## config.mk

```make
export PLATFORM = sky130hd
export DESIGN_NAME = pta_array
export DESIGN_NICKNAME = d
export VERILOG_FILES = /design/src/pta_sync.v /design/src/pta_macrocell.v /design/src/pta_array.v
export VERILOG_INCLUDE_DIRS = /design/src /design/src/shared
export SDC_FILE = /design/constraint.sdc
export NUM_CORES = 2
export LEC_CHECK = 0
export BUFFER_PORTS_ARGS = -buffer_cell sky130_fd_sc_hd__buf_4
export CAP_MARGIN = 20
export CORE_UTILIZATION = 60
export CTS_BUF_LIST = sky130_fd_sc_hd__clkbuf_8
export CTS_CLUSTER_SIZE = 8
export DETAILED_ROUTE_END_ITERATION = 8
export GPL_ROUTABILITY_DRIVEN = 1
export PLACE_DENSITY = 0.85
export SYNTH_ARGS = -nofsm -noshare
export SYNTH_HDL_FRONTEND = slang
export SYNTH_HIERARCHICAL = 1
export SYNTH_SLANG_ARGS = --single-unit
```

## constraint.sdc

```tcl
create_clock -name clock -period 4 [get_ports clock]
set_clock_uncertainty 0.05 [all_clocks]
set_input_delay 0.8 -clock clock [delete_from_list [all_inputs] [get_ports clock]]
set_output_delay 0.8 -clock clock [all_outputs]
set_load 0.01 [all_outputs]
```

## src/shared/pta_regs.vh

```
// Register map, field positions and codes of the product-term macrocell array
//
// Contract
// RULE1 - Block selectable per block to run as product-term macrocells instead of memory.
// RULE2 - Macrocell operation takes 32 logic inputs from the adjacent local routing.
// RULE3 - Nine macrocell outputs feed back into the block inputs through local routing.
// RULE4 - Sixteen macrocells, each with two product terms and one storage register.
// RULE5 - Each macrocell sequential or combinational; combinational bypasses the register.
// RULE6 - Per-macrocell matrix sends each product term to own OR/XOR or lends it.
// RULE7 - One product term per macrocell has configurable inversion for De Morgan use.
// RULE8 - Each register individually configurable as D, T, JK or SR flip-flop.
// RULE9 - Each register clocked by a chosen one of two block-wide clocks.
// RULE10 - Each block clock sourced from dedicated pin, global signal or local routing.
// RULE11 - Each block clock has its own gate; a macrocell uses its clock's gate.
// RULE12 - Mixed rising and falling capture uses both block clocks, one per edge.
// RULE13 - Two clears from global or local signals, each optionally inverted in block.
// RULE14 - Each register responds to clear a, clear b, or no clear.
// RULE15 - OR gate takes up to 32 terms: own two plus 30 borrowed.
// RULE16 - Expanders come in up to 15 sets of two; each set adds delay.
// RULE17 - Four dedicated clock pins are available as block clock sources.
// RULE18 - Deasserted gate holds register on edges; clear acts regardless of gate.
`ifndef PTA_REGS_VH
`define PTA_REGS_VH

// Geometry
`define PTA_N_IN 32
`define PTA_N_MC 16
`define PTA_N_FB 9
`define PTA_N_PIN 4
`define PTA_N_GLB 4

// Register offsets (byte addresses)
`define PTA_ADDR_W 10
`define PTA_OFS_CTRL 10'h000
`define PTA_OFS_STAT 10'h004
`define PTA_OFS_CFG 10'h040
`define PTA_OFS_MASK 10'h100

// Block control fields
`define PTA_CTRL_MODE 0
`define PTA_CTRL_CKA_SRC 1
`define PTA_CTRL_CKA_FALL 4
`define PTA_CTRL_CKB_SRC 5
`define PTA_CTRL_CKB_FALL 8
`define PTA_CTRL_CLA_LOC 9
`define PTA_CTRL_CLA_INV 10
`define PTA_CTRL_CLB_LOC 11
`define PTA_CTRL_CLB_INV 12
`define PTA_CTRL_FB_EN 13
`define PTA_CTRL_W 14
`define PTA_CTRL_RST 14'h0000

// Macrocell configuration fields
`define PTA_CFG_REG 0
`define PTA_CFG_TYPE 1
`define PTA_CFG_CLK_B 3
`define PTA_CFG_CLR 4
`define PTA_CFG_INV1 6
`define PTA_CFG_LEND0 7
`define PTA_CFG_LEND1 8
`define PTA_CFG_TAKE 9
`define PTA_CFG_PASS 10
`define PTA_CFG_OINV 11
`define PTA_CFG_W 12
`define PTA_CFG_RST 12'h000

// Clock source codes
`define PTA_SRC_GLOBAL 3'h4
`define PTA_SRC_LOCAL 3'h5

// Register types
`define PTA_FF_D 2'h0
`define PTA_FF_T 2'h1
`define PTA_FF_JK 2'h2
`define PTA_FF_SR 2'h3

// Clear selection codes
`define PTA_CLR_NONE 2'h0
`define PTA_CLR_A 2'h1
`define PTA_CLR_B 2'h2

// Global lines used as clock and clear sources
`define PTA_GLB_CKA 0
`define PTA_GLB_CKB 1
`define PTA_GLB_CLA 2
`define PTA_GLB_CLB 3

`endif

```

## src/pta_sync.v

```verilog
// Three-stage input synchroniser with agreement filter
`timescale 1ns/10ps
module pta_sync #(
   parameter W = 1
) (
   input wire clock, // System clock
   input wire rstn, // Asynchronous reset, active low
   input wire [W-1:0] async_in, // Signals from outside the clock domain
   output reg [W-1:0] sync_q // Accepted values
);
   reg [W-1:0] s1_q;
   reg [W-1:0] s2_q;
   reg [W-1:0] s3_q;

   // Shift chain; a bit is accepted once stages two and three agree
   always @(posedge clock or negedge rstn)
   begin
      if (!rstn)
      begin
         s1_q <= {W{1'b0}};
         s2_q <= {W{1'b0}};
         s3_q <= {W{1'b0}};
         sync_q <= {W{1'b0}};
      end
      else
      begin
         s1_q <= async_in;
         s2_q <= s1_q;
         s3_q <= s2_q;
         sync_q <= (s2_q & ~(s2_q ^ s3_q)) | (sync_q & (s2_q ^ s3_q));
      end
   end
endmodule // pta_sync

```

## src/pta_macrocell.v

```verilog
// Programmable storage register of one macrocell
`timescale 1ns/10ps
`include "pta_regs.vh"
module pta_macrocell (
   input wire clock, // System clock
   input wire rstn, // Asynchronous reset, active low
   input wire tick, // Selected block clock edge, already gated
   input wire clr, // Selected block clear, active high
   input wire [1:0] ff_type, // Register behaviour
   input wire d_in, // Logic result (D and T data)
   input wire j_in, // Set term for JK and SR
   input wire k_in, // Reset term for JK and SR
   output reg q_q // Register state
);
   reg q_d;

   // Next state per register type
   always @*
   begin
      case (ff_type)
         `PTA_FF_D: q_d = d_in; // RULE8
         `PTA_FF_T: q_d = q_q ^ d_in; // RULE8
         `PTA_FF_JK: q_d = (j_in & ~q_q) | (~k_in & q_q); // RULE8
         `PTA_FF_SR: q_d = j_in | (~k_in & q_q); // RULE8
         default: q_d = q_q;
      endcase
   end

   // Clear has priority and ignores the gate; no edge means hold
   always @(posedge clock or negedge rstn)
   begin
      if (!rstn)
         q_q <= 1'b0;
      else if (clr)
         q_q <= 1'b0; // RULE18
      else if (tick)
         q_q <= q_d; // RULE18
   end
endmodule // pta_macrocell

```

## src/pta_array.v

```verilog
// Embedded block operated as a 16-macrocell product-term array
//
// Our own choices: the register addresses and strobed register access.
`timescale 1ns/10ps
`include "pta_regs.vh"
module pta_array (
   input wire clock, // System clock, 100 MHz
   input wire rstn, // Asynchronous reset, active low
   input wire [9:0] addr, // Register byte address
   input wire [31:0] wdata, // Register write data
   input wire wr, // Write strobe
   input wire rd, // Read strobe
   output reg [31:0] rdata, // Read data, valid the cycle after rd
   input wire [31:0] logic_in, // Logic inputs from local routing
   input wire [3:0] clk_pin, // Dedicated clock pins
   input wire [3:0] global_sig, // Global signals
   input wire local_clk_a, // Local routing source for clock a
   input wire local_clk_b, // Local routing source for clock b
   input wire block_clock_a_gate, // Enable paired with clock a
   input wire block_clock_b_gate, // Enable paired with clock b
   input wire local_clr_a, // Local routing source for clear a
   input wire local_clr_b, // Local routing source for clear b
   output reg [15:0] mc_out // Macrocell outputs
);
   localparam SW = 46;

   reg [`PTA_CTRL_W-1:0] ctrl_q;
   reg [`PTA_CFG_W-1:0] cfg_q [0:`PTA_N_MC-1];
   reg [31:0] mask_q [0:4*`PTA_N_MC-1];
   reg cka_prev_q;
   reg ckb_prev_q;
   integer k;

   wire [SW-1:0] raw_in;
   wire [SW-1:0] syn;
   wire [31:0] lin_s;
   wire [3:0] pin_s;
   wire [3:0] glb_s;
   wire lcka_s;
   wire lckb_s;
   wire gate_a_s;
   wire gate_b_s;
   wire lcla_s;
   wire lclb_s;

   wire mode;
   wire [31:0] pt_in;
   wire cka_lvl;
   wire ckb_lvl;
   wire cka_edge;
   wire ckb_edge;
   wire tick_a;
   wire tick_b;
   wire clr_a;
   wire clr_b;
   wire [`PTA_N_MC:0] exp_c;
   wire [`PTA_N_MC-1:0] logic_r;
   wire [`PTA_N_MC-1:0] reg_q;
   wire [`PTA_N_MC-1:0] mc_d;

   wire wr_ctrl;
   wire wr_cfg;
   wire wr_mask;

   // Every routing, pin and global input enters through one synchroniser; the bus signals do not
   assign raw_in = {local_clr_b, local_clr_a, block_clock_b_gate,
                    block_clock_a_gate, local_clk_b, local_clk_a,
                    global_sig, clk_pin, logic_in};

   pta_sync #(
      .W(SW)
   ) u_sync (
      .clock(clock),
      .rstn(rstn),
      .async_in(raw_in),
      .sync_q(syn)
   );

   // Split the accepted vector back into named signals
   assign lin_s = syn[31:0]; // RULE2
   assign pin_s = syn[35:32];
   assign glb_s = syn[39:36];
   assign lcka_s = syn[40];
   assign lckb_s = syn[41];
   assign gate_a_s = syn[42];
   assign gate_b_s = syn[43];
   assign lcla_s = syn[44];
   assign lclb_s = syn[45];

   // Block operating mode
   assign mode = ctrl_q[`PTA_CTRL_MODE]; // RULE1

   // Feedback of the first nine macrocell outputs into the input set
   assign pt_in = ctrl_q[`PTA_CTRL_FB_EN] ?
                  {lin_s[31:`PTA_N_FB], mc_out[`PTA_N_FB-1:0]} :
                  lin_s; // RULE3

   // Clock source selection: four pins, a global line or local routing
   function pta_clk_src;
      input [2:0] src;
      input [3:0] pins;
      input glb;
      input loc;
      begin
         if (src == `PTA_SRC_GLOBAL)
            pta_clk_src = glb;
         else if (src == `PTA_SRC_LOCAL)
            pta_clk_src = loc;
         else if (src < `PTA_SRC_GLOBAL)
            pta_clk_src = pins[src[1:0]]; // RULE17
         else
            pta_clk_src = 1'b0;
      end
   endfunction

   assign cka_lvl = pta_clk_src(ctrl_q[`PTA_CTRL_CKA_SRC+2:`PTA_CTRL_CKA_SRC],
                                pin_s, glb_s[`PTA_GLB_CKA], lcka_s); // RULE10
   assign ckb_lvl = pta_clk_src(ctrl_q[`PTA_CTRL_CKB_SRC+2:`PTA_CTRL_CKB_SRC],
                                pin_s, glb_s[`PTA_GLB_CKB], lckb_s); // RULE10

   // Previous levels of the two block clocks for edge detection
   always @(posedge clock or negedge rstn)
   begin
      if (!rstn)
      begin
         cka_prev_q <= 1'b0;
         ckb_prev_q <= 1'b0;
      end
      else
      begin
         cka_prev_q <= cka_lvl;
         ckb_prev_q <= ckb_lvl;
      end
   end

   // Each block clock captures on its own chosen edge
   assign cka_edge = ctrl_q[`PTA_CTRL_CKA_FALL] ?
                     (cka_prev_q & ~cka_lvl) :
                     (~cka_prev_q & cka_lvl); // RULE12
   assign ckb_edge = ctrl_q[`PTA_CTRL_CKB_FALL] ?
                     (ckb_prev_q & ~ckb_lvl) :
                     (~ckb_prev_q & ckb_lvl); // RULE12

   // Edges qualified by the paired gate and by macrocell mode
   assign tick_a = cka_edge & gate_a_s & mode; // RULE11
   assign tick_b = ckb_edge & gate_b_s & mode; // RULE11

   // Block clears from a global line or local routing, optionally inverted
   assign clr_a = (ctrl_q[`PTA_CTRL_CLA_LOC] ? lcla_s : glb_s[`PTA_GLB_CLA]) ^
                  ctrl_q[`PTA_CTRL_CLA_INV]; // RULE13
   assign clr_b = (ctrl_q[`PTA_CTRL_CLB_LOC] ? lclb_s : glb_s[`PTA_GLB_CLB]) ^
                  ctrl_q[`PTA_CTRL_CLB_INV]; // RULE13

   // The last macrocell has no neighbour to borrow from
   assign exp_c[`PTA_N_MC] = 1'b0;

   // One slice per macrocell: product terms, select matrix, register
   genvar i;
   generate
      for (i = 0; i < `PTA_N_MC; i = i + 1)
      begin : g_mc
         wire [`PTA_CFG_W-1:0] cfg;
         wire [31:0] t0;
         wire [31:0] c0;
         wire [31:0] t1;
         wire [31:0] c1;
         wire pt0;
         wire pt1_raw;
         wire pt1;
         wire lend0;
         wire lend1;
         wire lent;
         wire sum;
         wire clr_sel;
         wire tick_sel;

         assign cfg = cfg_q[i];
         assign t0 = mask_q[4*i];
         assign c0 = mask_q[4*i+1];
         assign t1 = mask_q[4*i+2];
         assign c1 = mask_q[4*i+3];

         // Two AND terms over true and complement literals
         assign pt0 = &(~t0 | pt_in) & &(~c0 | ~pt_in); // RULE4
         assign pt1_raw = &(~t1 | pt_in) & &(~c1 | ~pt_in); // RULE4
         assign pt1 = pt1_raw ^ cfg[`PTA_CFG_INV1]; // RULE7

         // Select matrix: a term goes to the own OR gate or is lent
         assign lend0 = cfg[`PTA_CFG_LEND0]; // RULE6
         assign lend1 = cfg[`PTA_CFG_LEND1]; // RULE6
         assign lent = (lend0 & pt0) | (lend1 & pt1); // RULE6

         // Expander chain; every set passed along adds one gate level
         assign exp_c[i] = lent | (cfg[`PTA_CFG_PASS] & exp_c[i+1]); // RULE16

         // OR of own terms plus borrowed sets, then the XOR polarity gate
         assign sum = (~lend0 & pt0) | (~lend1 & pt1) |
                      (cfg[`PTA_CFG_TAKE] & exp_c[i+1]); // RULE15
         assign logic_r[i] = sum ^ cfg[`PTA_CFG_OINV]; // RULE6

         // Clock and clear selection for this register
         assign tick_sel = cfg[`PTA_CFG_CLK_B] ? tick_b : tick_a; // RULE9
         assign clr_sel = (cfg[`PTA_CFG_CLR+1:`PTA_CFG_CLR] == `PTA_CLR_A) ?
                          clr_a :
                          (cfg[`PTA_CFG_CLR+1:`PTA_CFG_CLR] == `PTA_CLR_B) ?
                          clr_b : 1'b0; // RULE14

         pta_macrocell u_mc (
            .clock(clock),
            .rstn(rstn),
            .tick(tick_sel),
            .clr(clr_sel),
            .ff_type(cfg[`PTA_CFG_TYPE+1:`PTA_CFG_TYPE]),
            .d_in(logic_r[i]),
            .j_in(pt0),
            .k_in(pt1),
            .q_q(reg_q[i])
         );

         // Registered or bypassed result; zero outside macrocell mode
         assign mc_d[i] = mode & (cfg[`PTA_CFG_REG] ? reg_q[i] : logic_r[i]); // RULE5
      end
   endgenerate

   // Output stage
   always @(posedge clock or negedge rstn)
   begin
      if (!rstn)
         mc_out <= 16'h0000;
      else
         mc_out <= mc_d; // RULE5
   end

   // Write decode
   assign wr_ctrl = wr & (addr == `PTA_OFS_CTRL);
   assign wr_cfg = wr & (addr[9:6] == `PTA_OFS_CFG >> 6) & (addr[1:0] == 2'h0);
   assign wr_mask = wr & (addr[9:8] == `PTA_OFS_MASK >> 8) & (addr[1:0] == 2'h0);

   // Configuration storage
   always @(posedge clock or negedge rstn)
   begin
      if (!rstn)
      begin
         ctrl_q <= `PTA_CTRL_RST;
         for (k = 0; k < `PTA_N_MC; k = k + 1)
            cfg_q[k] <= `PTA_CFG_RST;
         for (k = 0; k < 4*`PTA_N_MC; k = k + 1)
            mask_q[k] <= 32'h0000_0000;
      end
      else
      begin
         if (wr_ctrl)
            ctrl_q <= wdata[`PTA_CTRL_W-1:0]; // RULE1
         if (wr_cfg)
            cfg_q[addr[5:2]] <= wdata[`PTA_CFG_W-1:0];
         if (wr_mask)
            mask_q[addr[7:2]] <= wdata;
      end
   end

   // Read data stands only in the cycle after the strobe
   always @(posedge clock or negedge rstn)
   begin
      if (!rstn)
         rdata <= 32'h0000_0000;
      else if (!rd)
         rdata <= 32'h0000_0000;
      else if (addr == `PTA_OFS_CTRL)
         rdata <= {18'h0_0000, ctrl_q};
      else if (addr == `PTA_OFS_STAT)
         rdata <= {16'h0000, mc_out};
      else if ((addr[9:6] == `PTA_OFS_CFG >> 6) && (addr[1:0] == 2'h0))
         rdata <= {20'h0_0000, cfg_q[addr[5:2]]};
      else if ((addr[9:8] == `PTA_OFS_MASK >> 8) && (addr[1:0] == 2'h0))
         rdata <= mask_q[addr[7:2]];
      else
         rdata <= 32'h0000_0000;
   end
endmodule // pta_array

```

==> flow_summary.ini <==
[outcome]
outcome = finished with violations
violations = setup timing

[synthesis]
yosys.area.top_type_share = 0.501
avgSynthCellArea_um2 = 14.5
synthTopCellsByArea = dfrtp_1 50%, mux2_2 20%, mux4_2 13%
synthesis.area_um2 = 125000
synth_cell_type_count = 86
yosysTopAreaCell = dfrtp_1
yosysSeqAreaShare = 0.501
synth_warnings = 6
ys_ff_latch = 2504
synthCells = 8603
synth_flop_cell = dfrtp_1
synth_edf_count = 0
syn_nets = 8695
synthArstFlopShare = 1.00

[sta]
finalCritPeriodShare = 1.22
fin_crit_ns = 4.89
hold_viol = 0
setup_viol = 30
hold_slack_ns = 0.135
maxSlewHeadroom = 0.157
tightest_slew_ns = 1.26
fmax_mhz = 205
drv_slew = 0
setup_ws_ns = -0.885
rsz0062_at_grt = yes
fin_tns_setup_ns = -18.36

[routing]
drt-pass1-iter-count = 8
drc_errors = 0
num_vias = 90100
drtIter0Drc = 12800
wl_mm = 455
wire_per_inst_um = 35.6
drtAntennaViolNets = 0
vias_per_cell = 7.05

[clock_network]
cts_tree = done
cts.sinks = 2504
cts_max_level = 5
worstSkewPairLatency_ns = 1.16
cts.clk_slew.worst_paths_ns = 0.06
cts-root-buf = clkbuf_8
cts_buffer_depth = 4
cts_buffers = 428

[setup_path]
path_class = flip-flop to flip-flop
worst_path_max_delay_cell = or4_1
worstPathCellList = buf_4 -> buf_4 -> mux2i_2 -> nand3_1 -> nor4_2 -> nand4_1 -> buf_4 -> or4_1 -> nand3b_1 -> a21oi_2 -> a21boi_2 -> buf_4 -> a2111oi_4 -> buf_4 -> o41ai_4 -> xor2_1 -> buf_4 -> nor3b_1 -> nor3_1 -> o32ai_1
cp-end-kind = flip-flop
arrival_ns = 5.77
reg2reg_slack_ns = -0.89
worst-endpoint-required_ns = 4.88
crit_family = simple AND/OR/NAND/NOR gates
crit_path_max_fanout = 7
cp-start-kind = flip-flop
critPathMostFrequentCell = buf_4
cp_num_buf_inv = 6
ff2ff_path_depth = 20
regToRegEndpoint = g_mc[0].u_mc/q_q
cpPeakStageDelay_ns = 0.53

[global_route]
grt_max_degree = 191
grtUsageMet1 = 0.540
grtUsageMet3 = 0.158
grtUsageTotal = 0.433
grt_pass1_wl_mm = 653
antenna_found_initial = 45
met2_usage = 0.612
top_usage_layer = met2
gr-total-overflow = 0
grt_pass1_vias = 91500

[power]
ir_drop_mv = 0.422
pwr_density_cell_nw_per_um2 = 384
totalPowerFinal_mw = 56.9
leakagePower_nw = 72.9

[place]
hpwl_mm = 309
dpl.cell_count = 11900
gp_congestion = 1.04
io_buffers = 139

[min_path]
worstHoldPathCells = 3
min_path_type = input port to flip-flop
hold-path-endpoint = ctrl_q[12]
holdCritStartpoint = wr

[run]
max_cap_viol_count = 0

[cells_and_area]
final_cells = 12800
fillers = 12800
fin_util = 0.715
area_delta_synth_final_pct = 18.4
drive_above_1_share = 0.520
nets = 9736

[floorplan]
rows = 167
ios = 140
coreArea_um2 = 207000
start_util = 0.604
chipWidth_um = 459
dieHeight_um = 459
dieArea_um2 = 210000
## placed cells by master (no fill, tap or decap), types with 32 or more instances in the layout
master,count
dfrtp_1,2480
mux2_2,2212
buf_4,1134
mux2i_1,795
mux4_2,734
clkbuf_8,552
nand2_1,280
inv_1,263
nand4_1,183
buf_12,165
nor2_1,81
nand3_1,71
nor2b_1,68
o21ai_0,65
dlygate4sd3_1,48
maj3_2,46
a22oi_1,39
nand2b_1,38
a22o_1,33
mux2_1,33
buf_6,32
## how the worst max path moves through the flow
stage	slack (ns)	startpoint	to	depth (start not counted)
finish	-0.89	flip-flop	g_mc[0].u_mc/q_q	20
global route	-0.97	flip-flop	g_mc[1].u_mc/q_q	18
CTS	-0.74	ctrl_q[13]	g_mc[1].u_mc/q_q	17
detailed placement	-1.16	ctrl_q[13]	g_mc[8].u_mc/q_q	20
global placement	-2.68	flip-flop	g_mc[0].u_mc/q_q	18
floorplan	0.02	ctrl_q[13]	g_mc[1].u_mc/q_q	16
## layer usage
layer	vias to the layer above	wire [um]
met2	6910	193000
met1	46500	154000
met4	38	45200
met5	-	231
met3	2014	62800
li1	34600	-
## cells in the mapped netlist, drive strengths merged (16+ instances only)
library cell and number:
nor4 38, buf 321, mux2i 831, nand2 303, inv 106, a22oi 42, a21boi 22, nand4 184
xnor2 18, nor2 101, nor3 51, dfrtp 2504, a222oi 20, o32ai 16, mux2 2252, or2b 16
mux4 734, nor3b 21, or4 17, o21ai 68, nand2b 39, maj3 46, clkbuf 458, a22o 34
a221oi 25, a32oi 18, nor2b 75, or3 17, nand3 78
## repair_timing
action                                 4_1_cts  5_1_grt
pin swaps                                   44       66
setup endpoints to repair                   32       31
hold buffers                                48        0
cloned                                       1        1
endpoints found under the hold margin      536        0
gates resized for setup                    129      110
buffers inserted                            46       44
## registers in the layout, summed over array words and instances, names as in the netlist, 32 cells and up, named ones only
| signal | flops |
|---|---|
| g_mc.t1 | 512 |
| g_mc.t0 | 512 |
| g_mc.c0 | 512 |
| g_mc.cfg | 192 |
| g_mc.c1 | 512 |
| u_sync/s2_q | 46 |
| rdata | 32 |
| u_sync/s3_q | 46 |
| u_sync/s1_q | 46 |
## worst reg2reg max path: stages, from the launching register on
cell	delay, ns
dfrtp_2	0.44
buf_4	0.24
buf_4	0.28
mux2i_2	0.33
nand3_1	0.16
nor4_2	0.43
nand4_1	0.15
buf_4	0.19
or4_1	0.53
nand3b_1	0.29
a21oi_2	0.09
a21boi_2	0.13
buf_4	0.17
a2111oi_4	0.09
buf_4	0.15
o41ai_4	0.26
xor2_1	0.21
buf_4	0.15
nor3b_1	0.04
nor3_1	0.18
o32ai_1	0.11
## stage by stage
step	worst slack, ns	cell area, um2
after CTS	-0.740	147000
after detailed placement	-1.16	137000
after floorplan	0.0167	125000
final	-0.885	148000
after global placement	-2.68	137000
after global routing	-0.972	148000
## area by class of cell
class / count / area, um2 / area share
clock buffer: 552 / 7600 / 0.0513
antenna: 25 / 62.6 / 0.000422
timing repair buffer: 1390 / 12900 / 0.0869
tap: 2788 / 3490 / 0.0235
sequential: 2504 / 62700 / 0.423
inverter: 106 / 405 / 0.00274
multi-input combinational: 5214 / 60200 / 0.406
clock inverter: 193 / 847 / 0.00572
## report_power, final
part | internal, mW | leakage, nW | total (mW) | switching [mW]
clock network | 12.4 | 4.95 | 23.1 | 10.8
logic | 3.09 | 33.7 | 7.48 | 4.39
registers | 25.8 | 34.2 | 26.2 | 0.426
## logic make-up (layout without fill, tap and decap cells)
kind of cell | Yosys count | after routing | synth area share
xor gates and xnor gates | 32 | 32 | 0.00236
AOI/OAI and AO/OA | 335 | 335 | 0.0209
adders and majority gates | 46 | 46 | 0.00414
and+or+nand+nor | 984 | 984 | 0.0412
other | 0 | 25 | 0
DFF | 2504 | 2504 | 0.501
muxes | 3817 | 3817 | 0.402
buffers and inverters | 885 | 2241 | 0.0289
Note: power is estimated with default switching activity, not from simulation.
